==> src/dac_link_pkg.sv <==
// Shared constants for the serial DAC input link and its host controller
//==========================================================================
// Functional notes
// - Falling frame select starts a write frame
// - Sample data on falling shift clock edges
// - Apply frame on twenty-fourth falling edge
// - Host holds select high before next frame
// - Host shift clock at most 30 MHz
// - Host may idle select low between frames
// - First six frame bits are ignored
// - Next two bits select operating mode
// - Last sixteen bits load the code register
// - Early select rise discards the frame
// - Power-up output code held until frame
// - Mode encodings: normal, 1k, 100k, open
// - Power-down disconnects output, applies termination
// - Power-down keeps stored code unchanged
// - Output valid 4 us after wake-up
// - Code is unsigned straight binary
// - Host sends most significant bit first
// - Select stays low across byte transfers
// - Data stable at falling clock edge
package dac_link_pkg;
    //======================================================================
    // Frame layout
    localparam int FRAME_BITS    = 24;
    localparam int CODE_BITS     = 16;
    localparam int MODE_HI_POS   = 17;
    localparam int MODE_LO_POS   = 16;
    localparam int COUNT_W       = 5;

    // Operating modes carried in the frame
    typedef enum logic [1:0] {
        MODE_NORMAL   = 2'b00,
        MODE_PD_1K    = 2'b01,
        MODE_PD_100K  = 2'b10,
        MODE_PD_OPEN  = 2'b11
    } op_mode_e;

    //======================================================================
    // Timing
    localparam int CLK_PERIOD_NS   = 10;
    localparam int SEL_HIGH_NS     = 33;
    localparam int SEL_HIGH_CYC    = (SEL_HIGH_NS + CLK_PERIOD_NS - 1) / CLK_PERIOD_NS;
    localparam int WAKE_US         = 4;
    localparam int WAKE_CYC        = WAKE_US * 1000 / CLK_PERIOD_NS;
    localparam int SCLK_MAX_MHZ    = 30;
    localparam int SCLK_MIN_HALF   = (1000 / SCLK_MAX_MHZ / 2 + CLK_PERIOD_NS - 1)
                                     / CLK_PERIOD_NS;
    localparam int HOST_HALF_DEF   = 6;

    //======================================================================
    // Power-up codes and host register map
    localparam logic [15:0] CODE_ZERO  = 16'h0000;
    localparam logic [15:0] CODE_MID   = 16'h8000;
    localparam logic [31:0] REG_CTRL   = 32'h0000_0000;
    localparam logic [31:0] REG_DATA   = 32'h0000_0004;
    localparam logic [31:0] REG_STATUS = 32'h0000_0008;
    localparam int          CTRL_GO    = 0;
    localparam int          CTRL_IDLE  = 1;
    localparam int          CTRL_ABORT = 2;
    localparam int          CTRL_ACNT  = 8;
    localparam int          STAT_BUSY  = 0;
endpackage

==> src/dac_link_if.sv <==
// Three-wire link between host controller and DAC front end
interface dac_link_if;
    logic sync_n;   // Frame select, active low
    logic sclk;     // Shift clock
    logic din;      // Serial data
    modport host   (output sync_n, output sclk, output din);
    modport device (input sync_n, input sclk, input din);
endinterface

==> src/dac_host_ctrl.sv <==
// Host end: APB slave registers driving the three-wire frame sender
module dac_host_ctrl
    import dac_link_pkg::*;
#(
    parameter int HALF_CYCLES = HOST_HALF_DEF
) (
    input  wire logic        core_clk,  // System clock
    input  wire logic        rstn,      // Sync reset, active low
    input  wire logic        psel,      // APB select
    input  wire logic        penable,   // APB enable
    input  wire logic        pwrite,    // APB direction
    input  wire logic [31:0] paddr,     // APB address
    input  wire logic [31:0] pwdata,    // APB write data
    output logic [31:0]      prdata,    // APB read data
    output logic             pready,    // APB ready
    output logic             pslverr,   // APB error
    dac_link_if.host         link       // Serial link
);
    typedef enum logic [1:0] {
        H_IDLE  = 2'b00,
        H_GAP   = 2'b01,
        H_SHIFT = 2'b10,
        H_END   = 2'b11
    } hstate_e;

    typedef struct packed {
        hstate_e     fsm;
        logic [23:0] data;
        logic        idle_low;
        logic [4:0]  abort_at;
        logic [7:0]  tmr;
        logic [4:0]  bit_cnt;
        logic        sync_n;
        logic        sclk;
        logic        din;
        logic [31:0] rdata;
    } hst_s;

    // Half period never shorter than the link clock limit allows
    localparam int HALF = (HALF_CYCLES < SCLK_MIN_HALF) ? SCLK_MIN_HALF : HALF_CYCLES;

    hst_s st;
    hst_s next_st;

    function automatic logic hit(input logic [31:0] a, input logic [31:0] r);
        return a[7:0] == r[7:0];
    endfunction

    //======================================================================
    // Register access and frame sequencer
    always_comb begin
        logic wr;
        wr      = psel & penable & pwrite;
        next_st = st;
        if (psel && !penable) begin
            next_st.rdata = 32'h0000_0000;
            if (hit(paddr, REG_DATA)) next_st.rdata = {8'h00, st.data};
            if (hit(paddr, REG_CTRL)) next_st.rdata = {30'h0, st.idle_low, 1'b0};
            if (hit(paddr, REG_STATUS)) next_st.rdata = {31'h0, st.fsm != H_IDLE};
        end
        if (wr && st.fsm == H_IDLE) begin
            if (hit(paddr, REG_DATA)) next_st.data = pwdata[23:0];
            if (hit(paddr, REG_CTRL)) begin
                next_st.idle_low = pwdata[CTRL_IDLE];
                next_st.abort_at = pwdata[CTRL_ABORT] ? pwdata[CTRL_ACNT +: 5] : 5'd0;
                if (pwdata[CTRL_GO]) begin
                    next_st.fsm    = H_GAP;
                    next_st.sync_n = 1'b1;
                    next_st.tmr    = 8'(SEL_HIGH_CYC);
                end
            end
        end
        case (st.fsm)
            H_IDLE: ;
            H_GAP: begin
                // Select high long enough, then fall starts the frame
                if (st.tmr != 8'h00) next_st.tmr = st.tmr - 8'h01;
                else begin
                    next_st.sync_n  = 1'b0;
                    next_st.sclk    = 1'b1;
                    next_st.din     = st.data[23];
                    next_st.bit_cnt = 5'd0;
                    next_st.tmr     = 8'(HALF);
                    next_st.fsm     = H_SHIFT;
                end
            end
            H_SHIFT: begin
                if (st.tmr != 8'h00) next_st.tmr = st.tmr - 8'h01;
                else begin
                    next_st.tmr  = 8'(HALF);
                    next_st.sclk = ~st.sclk;
                    if (st.sclk) begin
                        // Falling edge: device samples the stable bit
                        next_st.bit_cnt = st.bit_cnt + 5'd1;
                        if (st.bit_cnt == 5'(FRAME_BITS - 1))
                            next_st.fsm = H_END;
                    end else if (st.abort_at != 5'd0 && st.bit_cnt == st.abort_at) begin
                        // Abort with the clock back high, so no fall lands outside a frame
                        next_st.sclk   = 1'b1;
                        next_st.sync_n = 1'b1;
                        next_st.fsm    = H_IDLE;
                    end else
                        next_st.din = st.data[5'd23 - st.bit_cnt];
                end
            end
            H_END: begin
                if (st.tmr != 8'h00) next_st.tmr = st.tmr - 8'h01;
                else begin
                    next_st.sclk   = 1'b1;
                    next_st.sync_n = st.idle_low ? 1'b0 : 1'b1;
                    next_st.fsm    = H_IDLE;
                end
            end
            default: next_st.fsm = H_IDLE;
        endcase
    end

    always_ff @(posedge core_clk) begin
        if (!rstn) begin
            st        <= '0;
            st.fsm    <= H_IDLE;
            st.sync_n <= 1'b1;
            st.sclk   <= 1'b1;
        end else begin
            st <= next_st;
        end
    end

    assign prdata      = st.rdata;
    assign pready      = psel & penable;
    assign pslverr     = 1'b0;
    assign link.sync_n = st.sync_n;
    assign link.sclk   = st.sclk;
    assign link.din    = st.din;
endmodule

==> src/flat_wrapper.sv <==
// flat-port wrapper written by rule: the top's interface ports become plain ports
module dac_host_ctrl_flat import dac_link_pkg::*;
#(
    parameter int HALF_CYCLES = HOST_HALF_DEF
)
  (core_clk, rstn, psel, penable, pwrite, paddr, pwdata, prdata, pready, pslverr, link_sync_n, link_sclk, link_din);
  dac_link_if link_i ();
  input  wire logic core_clk;
  input  wire logic rstn;
  input  wire logic psel;
  input  wire logic penable;
  input  wire logic pwrite;
  input  wire logic [31:0] paddr;
  input  wire logic [31:0] pwdata;
  output logic [31:0] prdata;
  output logic pready;
  output logic pslverr;
  output wire logic [$bits(link_i.sync_n)-1:0] link_sync_n;
  output wire logic [$bits(link_i.sclk)-1:0] link_sclk;
  output wire logic [$bits(link_i.din)-1:0] link_din;
  assign link_sync_n = link_i.sync_n;
  assign link_sclk = link_i.sclk;
  assign link_din = link_i.din;
  dac_host_ctrl #(.HALF_CYCLES(HALF_CYCLES)) u_core (.core_clk(core_clk), .rstn(rstn), .psel(psel), .penable(penable), .pwrite(pwrite), .paddr(paddr), .pwdata(pwdata), .prdata(prdata), .pready(pready), .pslverr(pslverr), .link(link_i));
endmodule
==> config.mk <==
export PLATFORM = sky130hd
export DESIGN_NAME = dac_host_ctrl_flat
export DESIGN_NICKNAME = d
export VERILOG_FILES = /design/src/dac_link_pkg.sv /design/src/dac_link_if.sv /design/src/dac_host_ctrl.sv /design/src/flat_wrapper.sv
export SDC_FILE = /design/constraint.sdc
export NUM_CORES = 1
export LEC_CHECK = 0
export BUFFER_PORTS_ARGS = -buffer_cell sky130_fd_sc_hd__buf_2
export CAP_MARGIN = 20
export CORE_ASPECT_RATIO = 1.2
export CORE_MARGIN = 4
export CORE_UTILIZATION = 35
export DETAILED_ROUTE_END_ITERATION = 16
export GPL_ROUTABILITY_DRIVEN = 0
export PLACE_DENSITY = 0.68
export REMOVE_ABC_BUFFERS = 1
export SLEW_MARGIN = 20
export SYNTH_ARGS = -nofsm -noshare
export SYNTH_HDL_FRONTEND = slang
export SYNTH_SLANG_ARGS = --single-unit
==> constraint.sdc <==
create_clock -name core_clk -period 3 [get_ports core_clk]
set_input_delay 0.3 -clock core_clk [delete_from_list [all_inputs] [get_ports core_clk]]
set_output_delay 0.3 -clock core_clk [all_outputs]
set_load 0.1 [all_outputs]
### Word level (Yosys, flattened, before mapping)

Cells that the tools add are included.
Widths: inputs -> output; s select.

| word-level totals | value |
|---|---|
| input bits | 69 |
| output and inout port bits | 37 |
| word-level logic and storage cells | 83 |
| bits in registers | 80 |

| operators by class | value |
|---|---|
| $add $sub $neg | 3 |
| magnitude comparators | 1 |
| reduce and logical (&&, ||, !) cells | 17 |
| equality and inequality tests | 13 |
| bitwise operators | 3 |
| muxes and demuxes | 36 |

Operators by type and width:

| cell | count |
|---|---|
| $mux 24 | 4 |
| $mux 40 | 1 |
| $mux 8 | 5 |
| $mux 2 | 10 |
| $pmux 8 s2 | 1 |
| $mux 14 | 1 |
| $pmux 2 s3 | 2 |
| $mux 5 | 2 |
| $ne 2x2->1 const B | 5 |
| $pmux 5 s2 | 1 |
| $eq 8x3->1 const B | 1 |
| $eq 8x4->1 const B | 1 |
| $logic_not 8->1 | 1 |
| $reduce_and 4->1 | 2 |
| $reduce_bool 8->1 | 1 |
| $sub 8x1->8 const B | 1 |
| $lt 5x6->1 const B | 1 |
| $mux 1 | 6 |
| $add 5x1->5 const B | 1 |
| $bmux 1 s5 | 1 |
| $eq 5x5->1 | 1 |
| $eq 5x5->1 const B | 1 |
| $reduce_and 5->1 | 1 |
| $reduce_bool 5->1 | 1 |
| 15 further kinds | 21 |

### Logic depth before layout (Yosys ltp)

Gate-level depths: netlist of run 1.

| depth | value |
|---|---|
| depth after elaboration | 8 |
| gate-level depth with buffers | 8 |
| mapped depth without buffers | 7 |

### Least setup slack after synthesis of run 1

Ideal clock, no wire load.

| timing | value |
|---|---|
| kind | input to register |
| from | input port penable |
| to | register u_core.st[63] (netlist name) |
| buffers on the path | 2 |
| required time | 2.858 ns |
| path slack | 0.570 ns |
| cell stages on the path | 7 |
| arrival time | 2.288 ns |
| setup time | 0.142 ns |
| path through | and2_1 nand3_1 or3_1 buf_6 buf_12 nand2_2 a21oi_2 |

| on the way | value |
|---|---|
| word-level cells in the longest chain between the ends | 4 |

RTL lines:

| what | line | text |
|---|---|---|
| start: declaration | flat_wrapper.sv:11 | `input wire logic penable;` |
| $and 1x1->1 (2 in series) | dac_host_ctrl.sv:53 | `wr = psel & penable & pwrite;` |
| $logic_and 1x1->1 | dac_host_ctrl.sv:61 | `if (wr && st.fsm == H_IDLE) begin` |
| $reduce_and 2->1 (no source line) | -- |  |
| end signal: assignment | dac_host_ctrl.sv:125 | `st <= next_st;` |
| end: declaration | dac_host_ctrl.sv:42 | `hst_s st;` |

No other way between the ends.
A chain may end at the register's enable or synchronous reset.

### Worst setup path after layout of run 1

| timing | value |
|---|---|
| from | register u_core.st[78] (netlist name) |
| to | register u_core.st[44] (netlist name) |

| on the way | value |
|---|---|
| word-level cells in the longest chain between the ends | 5 |
| elaborated cells between the ends (all ways) | 9 |
| those cells by class | 3 x eq/ne; 3 x mux; 3 x reduce/logical |

RTL lines:

| what | line | text |
|---|---|---|
| $logic_not 2->1 | dac_host_ctrl.sv:61 |  |
| $logic_and 1x1->1 | dac_host_ctrl.sv:61 |  |
| $mux 40 | dac_host_ctrl.sv:61 |  |
| $mux 8 | dac_host_ctrl.sv:107 | `if (st.tmr != 8'h00) next_st.tmr = st.tmr - 8'h01;` |
| $pmux 8 s2 (*) | dac_host_ctrl.sv:73 | `case (st.fsm)` |

Mark *: on every way between the ends. The rest lies on a longest branch, timed or not.

==> impl_results.md, run 1 <==
* Vias in the first global route at 3054
* Worst-Skew Late Latency at 330 ps
* Initial antenna violation count at 0
* Placed Instance Area at 3940 um2
* Gr usage total at 14.8%
* Status: completed
* Max Slew Vio Count at 0
* Cts bufs inserted at 9
* Finished Cell Area at 4230 um2
* Worst slew pin tran at 816 ps
* TritonCTS Sinks at 72
* Die ar. at 12500 um2
* Syn_area_per_cell at 8.73 um2
* Wire per inst at 14.9 um
* Worst R2R Path Depth at 6
* Worst hold path depth at 3
* Slew Limit Headroom at 45.3%
* DR top layer: met4
* Max-Cap Viols at 0
* Ys flop type: dfxtp_1
* CP Class: reg2reg
* Layout net count at 540
* Int Power at 1.62 mW
* Fmax at 424 MHz
* Metal2 WL at 4.50 mm
* Layout cells sized above 1 at 30.2%
* Final hold vios at 0
* Met3 routed WL at 352 um
* Largest net degree at the start of global routing at 32
* CTS tree: done
* Final setup TNS at 0 ps
* Yosys Warn Count at 0
* Synth Register Bits at 72
* # H-tree levels at 3
* Synth Instances at 432
* Hold-fix buffer count after cts at 0
* Initial core utilization at 35.9%
* Part of the Yosys area used for sequential elements at 38.2%
* Clock buffer depth at 2
* Vias per cell at 5.21
* P&R area growth vs syn at 12.1%
* WL final at 8.91 mm
* Clock transition at path regs at 60 ps
* Detailed placement HPWL at 6.34 mm
* Post_cts resized at 0
* DR iter-0 viols at 93
* Core area at 10500 um2
* Critical-path maximum fanout at 10
* DIE HEIGHT at 122 um
* Psw at 0.498 mW
* DR pass1 iterations at 4
* Top Ports at 106
* Grt total ovfl at 0
* Tcrit/Tclk final at 78.7%
* Combinational power share at 5.6%
* DRC errors left at 0
* Critical Path RT at 3240 ps
* Root Driver: clkbuf_16
* Yosys cell types at 62
* Port Buffer Count at 64
* Setup Skew at 4.44 ps
* Clock power frac at 49.2%
* Critical path launch point type: register
* Power per cell area at 500 nW/um2
* Ys async rst share at 0%
* Switching Fraction at 23.5%
* Chip Width at 103 um
* Reg power frac at 45.2%
* Mapped cell area at 3770 um2
* Post-synth EDFFs at 0
* Antenna diode count at 0
* M1 WL at 3.77 mm
* FP Rows at 41
* Fin crit period at 2360 ps
* Min Hold Slack at 209 ps
* Setup violators final at 0
* Post-route ant nets at 0
* Post-CTS Setup Bufs at 0
* Critical Path AT at 2600 ps
* Crit. End Element: register
* RSZ-0062 raised after global routing: false
* Static leakage at 1.61 nW
* Hold crit path type: in2reg
* Max IR drop VDD at 0.000263 V
* First-pass GRT wire length at 14.7 mm
* Via count at 3108
-- final cells by class --
type / count / area [um2]
Tap cell: 129 / 161
Clock inverter: 5 / 58.8
Timing Repair Buffer: 72 / 380
Fill cell: 1047 / 6290
Clock buffer: 10 / 229
Inverter: 10 / 37.5
Sequential cell: 72 / 1440
Multi-Input combinational cell: 298 / 1920
-- logic make-up (layout without fill, tap and decap cells) --
| group | count (synthesis) | count (layout) | synth area share [%] |
|---|---|---|---|
| xor gates and xnor gates | 9 | 9 | 2.09 |
| DFF | 72 | 72 | 38.2 |
| muxes | 12 | 12 | 3.32 |
| adders and majority gates | 8 | 8 | 2.65 |
| AOI/OAI and AO/OA | 103 | 103 | 20.5 |
| buffers and inverters | 70 | 97 | 11.7 |
| other | 1 | 9 | 0.0994 |
| and+or+nand+nor | 157 | 157 | 21.4 |
-- stage by stage --
| stage | setup WS, ps | power (mW) | std cells | util [%] |
|---|---|---|---|---|
| after floorplan | 280 | 1.05 | 380 | - |
| after global placement | 518 | 1.09 | 581 | 37.5 |
| after detailed placement | 451 | 1.10 | 581 | 37.5 |
| after CTS | 664 | 2.13 | 596 | 40.2 |
| after global routing | 484 | 2.17 | 596 | 40.2 |
| final | 639 | 2.12 | 596 | 40.2 |
-- worst paths after layout --
| kind | start | to | slack (ps) |
|---|---|---|---|
| worst max-delay path | u_core.st[78]$_SDFF_PN0_ | u_core.st[44]$_SDFF_PN0_ | 640 |
| worst min-delay path | pwdata[5] | u_core.st[59]$_SDFFE_PN0P_ | 210 |
| worst max register to register | u_core.st[78]$_SDFF_PN0_ | u_core.st[44]$_SDFF_PN0_ | 640 |
| worst min register to register | u_core.st[47]$_SDFF_PN0_ | u_core.st[47]$_SDFF_PN0_ | 470 |
-- cells in the mapped netlist (all sizes together), types with 3 or more instances --
cell / n / area, um2
dfxtp: 72 / 1440
nand2: 66 / 298
buf: 42 / 335
nor2: 42 / 158
a21oi: 35 / 250
a22oi: 23 / 173
clkbuf: 18 / 67.6
inv: 10 / 37.5
nand3: 9 / 45.0
ha: 8 / 100
mux2i: 8 / 80.1
nor3: 7 / 56.3
o21ai: 6 / 30.0
nor2b: 5 / 31.3
or3: 5 / 31.3
xnor2: 5 / 43.8
a31oi: 4 / 25.0
mux2: 4 / 45.0
nand2b: 4 / 25.0
xor2: 4 / 35.0
a211oi: 3 / 22.5
and2: 3 / 18.8
nor4: 3 / 18.8
o21a: 3 / 22.5
-- metal layers --
layer  vias to the layer above  GRT usage [%]
met1                      1502           17.2
met3                        17           3.95
li1                       1539              -
met5                         -              0
met2                        50           25.3
met4                         0           6.72
-- critical path, cell delays in order (launching register included) --
cell	delay (ps)
dfxtp_1	370
inv_1	110
ha_1	480
nor2_1	180
a311oi_1	710
a21oi_1	160
a311oi_1	260
-- cell usage in the layout (no fill, tap or decap), drive strengths merged, types with 3 or more instances in the layout --
master  count
dfxtp      72
buf        72
nand2      66
nor2       42
a21oi      35
a22oi      23
inv        10
clkbuf     10
nand3       9
conb        9
mux2i       8
ha          8
nor3        7
o21ai       6
or3         5
nor2b       5
xnor2       5
xor2        4
nand2b      4
a31oi       4
mux2        4
and2        3
nor4        3
o21a        3
a211oi      3
-- power groups by stage --
stage / sequential (mW) / combinational (mW) / clock, mW
after floorplan: 0.978 / 0.0761 / 0
after global placement: 0.977 / 0.117 / 0
after detailed placement: 0.978 / 0.118 / 0
after CTS: 0.956 / 0.118 / 1.06
after global routing: 0.956 / 0.124 / 1.09
final: 0.957 / 0.118 / 1.04
-- sequential cells by signal, indices dropped and copies added (netlist names) --
name / flops
u_core.link.din: 1
u_core.prdata: 24
u_core.link.sync_n: 1
u_core.st: 45
u_core.link.sclk: 1
No activity file was read; power rests on OpenSTA's default activity.
==> run 2: changes to the inputs <==
--- a/config.mk
+++ b/config.mk
@@ -5,6 +5,7 @@
 export SDC_FILE = /design/constraint.sdc
 export NUM_CORES = 1
 export LEC_CHECK = 0
+export ABC_AREA = 1
 export BUFFER_PORTS_ARGS = -buffer_cell sky130_fd_sc_hd__buf_2
 export CAP_MARGIN = 20
 export CORE_ASPECT_RATIO = 1.2
==> constraint.sdc (replaced) <==
create_clock -name core_clk -period 2.3 [get_ports core_clk]
set_input_delay 0.23 -clock core_clk [delete_from_list [all_inputs] [get_ports core_clk]]
set_output_delay 0.23 -clock core_clk [all_outputs]
set_load 0.1 [all_outputs]
==> impl_results.md, run 2 <==
* Family with the most delay on the worst path: buffers and inverters
* Syn_area_per_cell at 6.98 um2
* Core area at 10600 um2
* Final setup TNS at 0 ps
* Clock transition at path regs at 60 ps
* CP max stage cell: inv_2
* Detailed placement HPWL at 6.59 mm
* Yosys cell types at 39
* Critical Path RT at 2560 ps
* Count leader, synth: nand2_1
* Slew Limit Headroom at 43.5%
* Fmax at 548 MHz
* Clock buffer depth at 2
* CTS tree: done
* Post-synth EDFFs at 0
* Top-area cell type share of the netlist area at 37.6%
* DRC errors left at 0
* Synth top cells by count: nand2_1 (112), dfxtp_1 (72), a21oi_1 (62)
* Root Driver: clkbuf_16
* First-pass GRT wire length at 14.8 mm
* # H-tree levels at 3
* DR pass1 iterations at 4
* TritonCTS Sinks at 72
* Top Ports at 106
* Via count at 3492
* Final cell count without fillers at 715
* Placed cell count at 699
* Initial antenna violation count at 0
* CP Class: reg2reg
* Max Slew Vio Count at 0
* Setup violators final at 0
* Power Total at 2.97 mW
* Yosys Warn Count at 0
* Hold-fix buffer count after cts at 0
* Worst slew pin tran at 846 ps
* Post-route ant nets at 0
* Die ar. at 12700 um2
* Critical Path AT at 2080 ps
* WL final at 8.96 mm
* Part of the Yosys area used for sequential elements at 37.6%
* Antenna diode count at 0
* DR iter-0 viols at 154
* Largest cells by area after synthesis: dfxtp_1 (38%), nand2_1 (11%), a21oi_1 (8.1%)
* Placed Instance Area at 4000 um2
* Synth Instances at 549
* Wire per inst at 12.5 um
* Most frequent cells in the layout: nand2_1 (112), dfxtp_1 (72), buf_2 (64), a21oi_1 (62), inv_1 (61)
* Chip Width at 104 um
* Initial core utilization at 36.1%
* RSZ-0062 raised after global routing: false
* FP Rows at 41
* Critical-path maximum fanout at 44
* Hold crit path type: in2reg
* Vias per cell at 4.88
* Layout cells sized above 1 at 17.7%
* Mapped cell area at 3830 um2
* Grt total ovfl at 0
* Largest net degree at the start of global routing at 46
* Gr usage total at 14.2%
* Most common cell after layout, fill and taps aside: nand2_1
* Synth area leader: dfxtp_1
* Setup Skew at 4.52 ps
* Static leakage at 1.88 nW
* Finished Cell Area at 4300 um2
* Worst-Skew Late Latency at 330 ps
* P&R area growth vs syn at 12.2%
* Crit. End Element: register
* Power per cell area at 690 nW/um2
* Crit path cell chain: inv_1 -> ha_1 -> nand3_1 -> nor2_4 -> inv_2 -> o21ai_0 -> a21oi_1
* Max-Cap Viols at 0
* Final hold vios at 0
* Tcrit/Tclk final at 79.3%
* Vias in the first global route at 3305
* Post-CTS Setup Bufs at 0
* Largest register FFs at 45
* Status: completed
* Layout net count at 658
* Max IR drop VDD at 0.000287 V
* Ys async rst share at 0%
* Synth Register Bits at 72
* Critical path's largest stage delay at 480 ps
* CP Buf/Inv Count at 2
* DIE HEIGHT at 123 um
* Post_cts resized at 0
* Critical path launch point type: register
* Largest reg by FF count: u_core.st
* Ys flop type: dfxtp_1
* Cts bufs inserted at 9
* Fin crit period at 1830 ps
* Port Buffer Count at 64
run 2: cell type report:
cell class              instances  area (um2)
well taps                     129         161
multi-input cells             363        1790
inverters                      66         255
fillers                      1142        6320
clock buffers                  11         243
flip-flops and latches         72        1440
clock inverters                 5        56.3
repair buffers                 69         358
run 2: per-layer routing:
| layer | GRT usage (%) | wire length (um) | vias up |
|---|---|---|---|
| met4 | 6.07 | 162 | 0 |
| met3 | 3.68 | 423 | 17 |
| li1 | - | - | 1789 |
| met1 | 15.4 | 3760 | 1596 |
| met2 | 26.5 | 4610 | 90 |
| met5 | 0 | 0 | - |
run 2: worst reg2reg max path, delay by kind of cell (launching register included):
family,cells,cell delay (ps)
adder cells (fa/ha/maj),1,240
AO/OA/AOI/OAI,2,320
buffers and inverters,2,590
flip-flops,1,360
AND/OR/NAND/NOR,2,250
run 2: path summary, 6_finish.rpt:
kind	start	endpoint	slack (ps)	cells after the start
max reg2reg	u_core.st[78]$_SDFF_PN0_	u_core.st[77]$_SDFFE_PN0P_	470	7
min	pwdata[16]	u_core.st[70]$_SDFFE_PN0P_	130	3
min reg2reg	u_core.st[59]$_SDFFE_PN0P_	u_core.prdata[5]$_SDFFE_PN0P_	460	2
max	u_core.st[78]$_SDFF_PN0_	u_core.st[77]$_SDFFE_PN0P_	470	7
run 2: cells by family (layout without fill, tap and decap cells):
logic type / after synthesis / count (layout) / synth area share [%]
AOI/OAI and AO/OA: 121 / 121 / 16.7
xor gates and xnor gates: 7 / 7 / 1.60
adders and majority gates: 8 / 8 / 2.61
buffers and inverters: 122 / 151 / 16.6
DFF: 72 / 72 / 37.6
other: 1 / 9 / 0.0978
and+or+nand+nor: 218 / 218 / 24.7
run 2: power breakdown:
group / total (mW) / internal [mW] / switching, mW
Combinational: 0.310 / 0.0526 / 0.257
Clock: 1.39 / 0.867 / 0.523
Sequential: 1.27 / 1.26 / 0.00655
Total: 2.97 / 2.18 / 0.787
run 2: stage by stage:
stage / worst slack, ps / utilization (%) / hold slack [ps]
global placement: 510 / 37.7 / 445
finish: 475 / 40.5 / 133
floorplan: -98.9 / - / 332
CTS: 441 / 40.5 / 128
global route: 275 / 40.5 / 149
detailed placement: 482 / 37.7 / 451
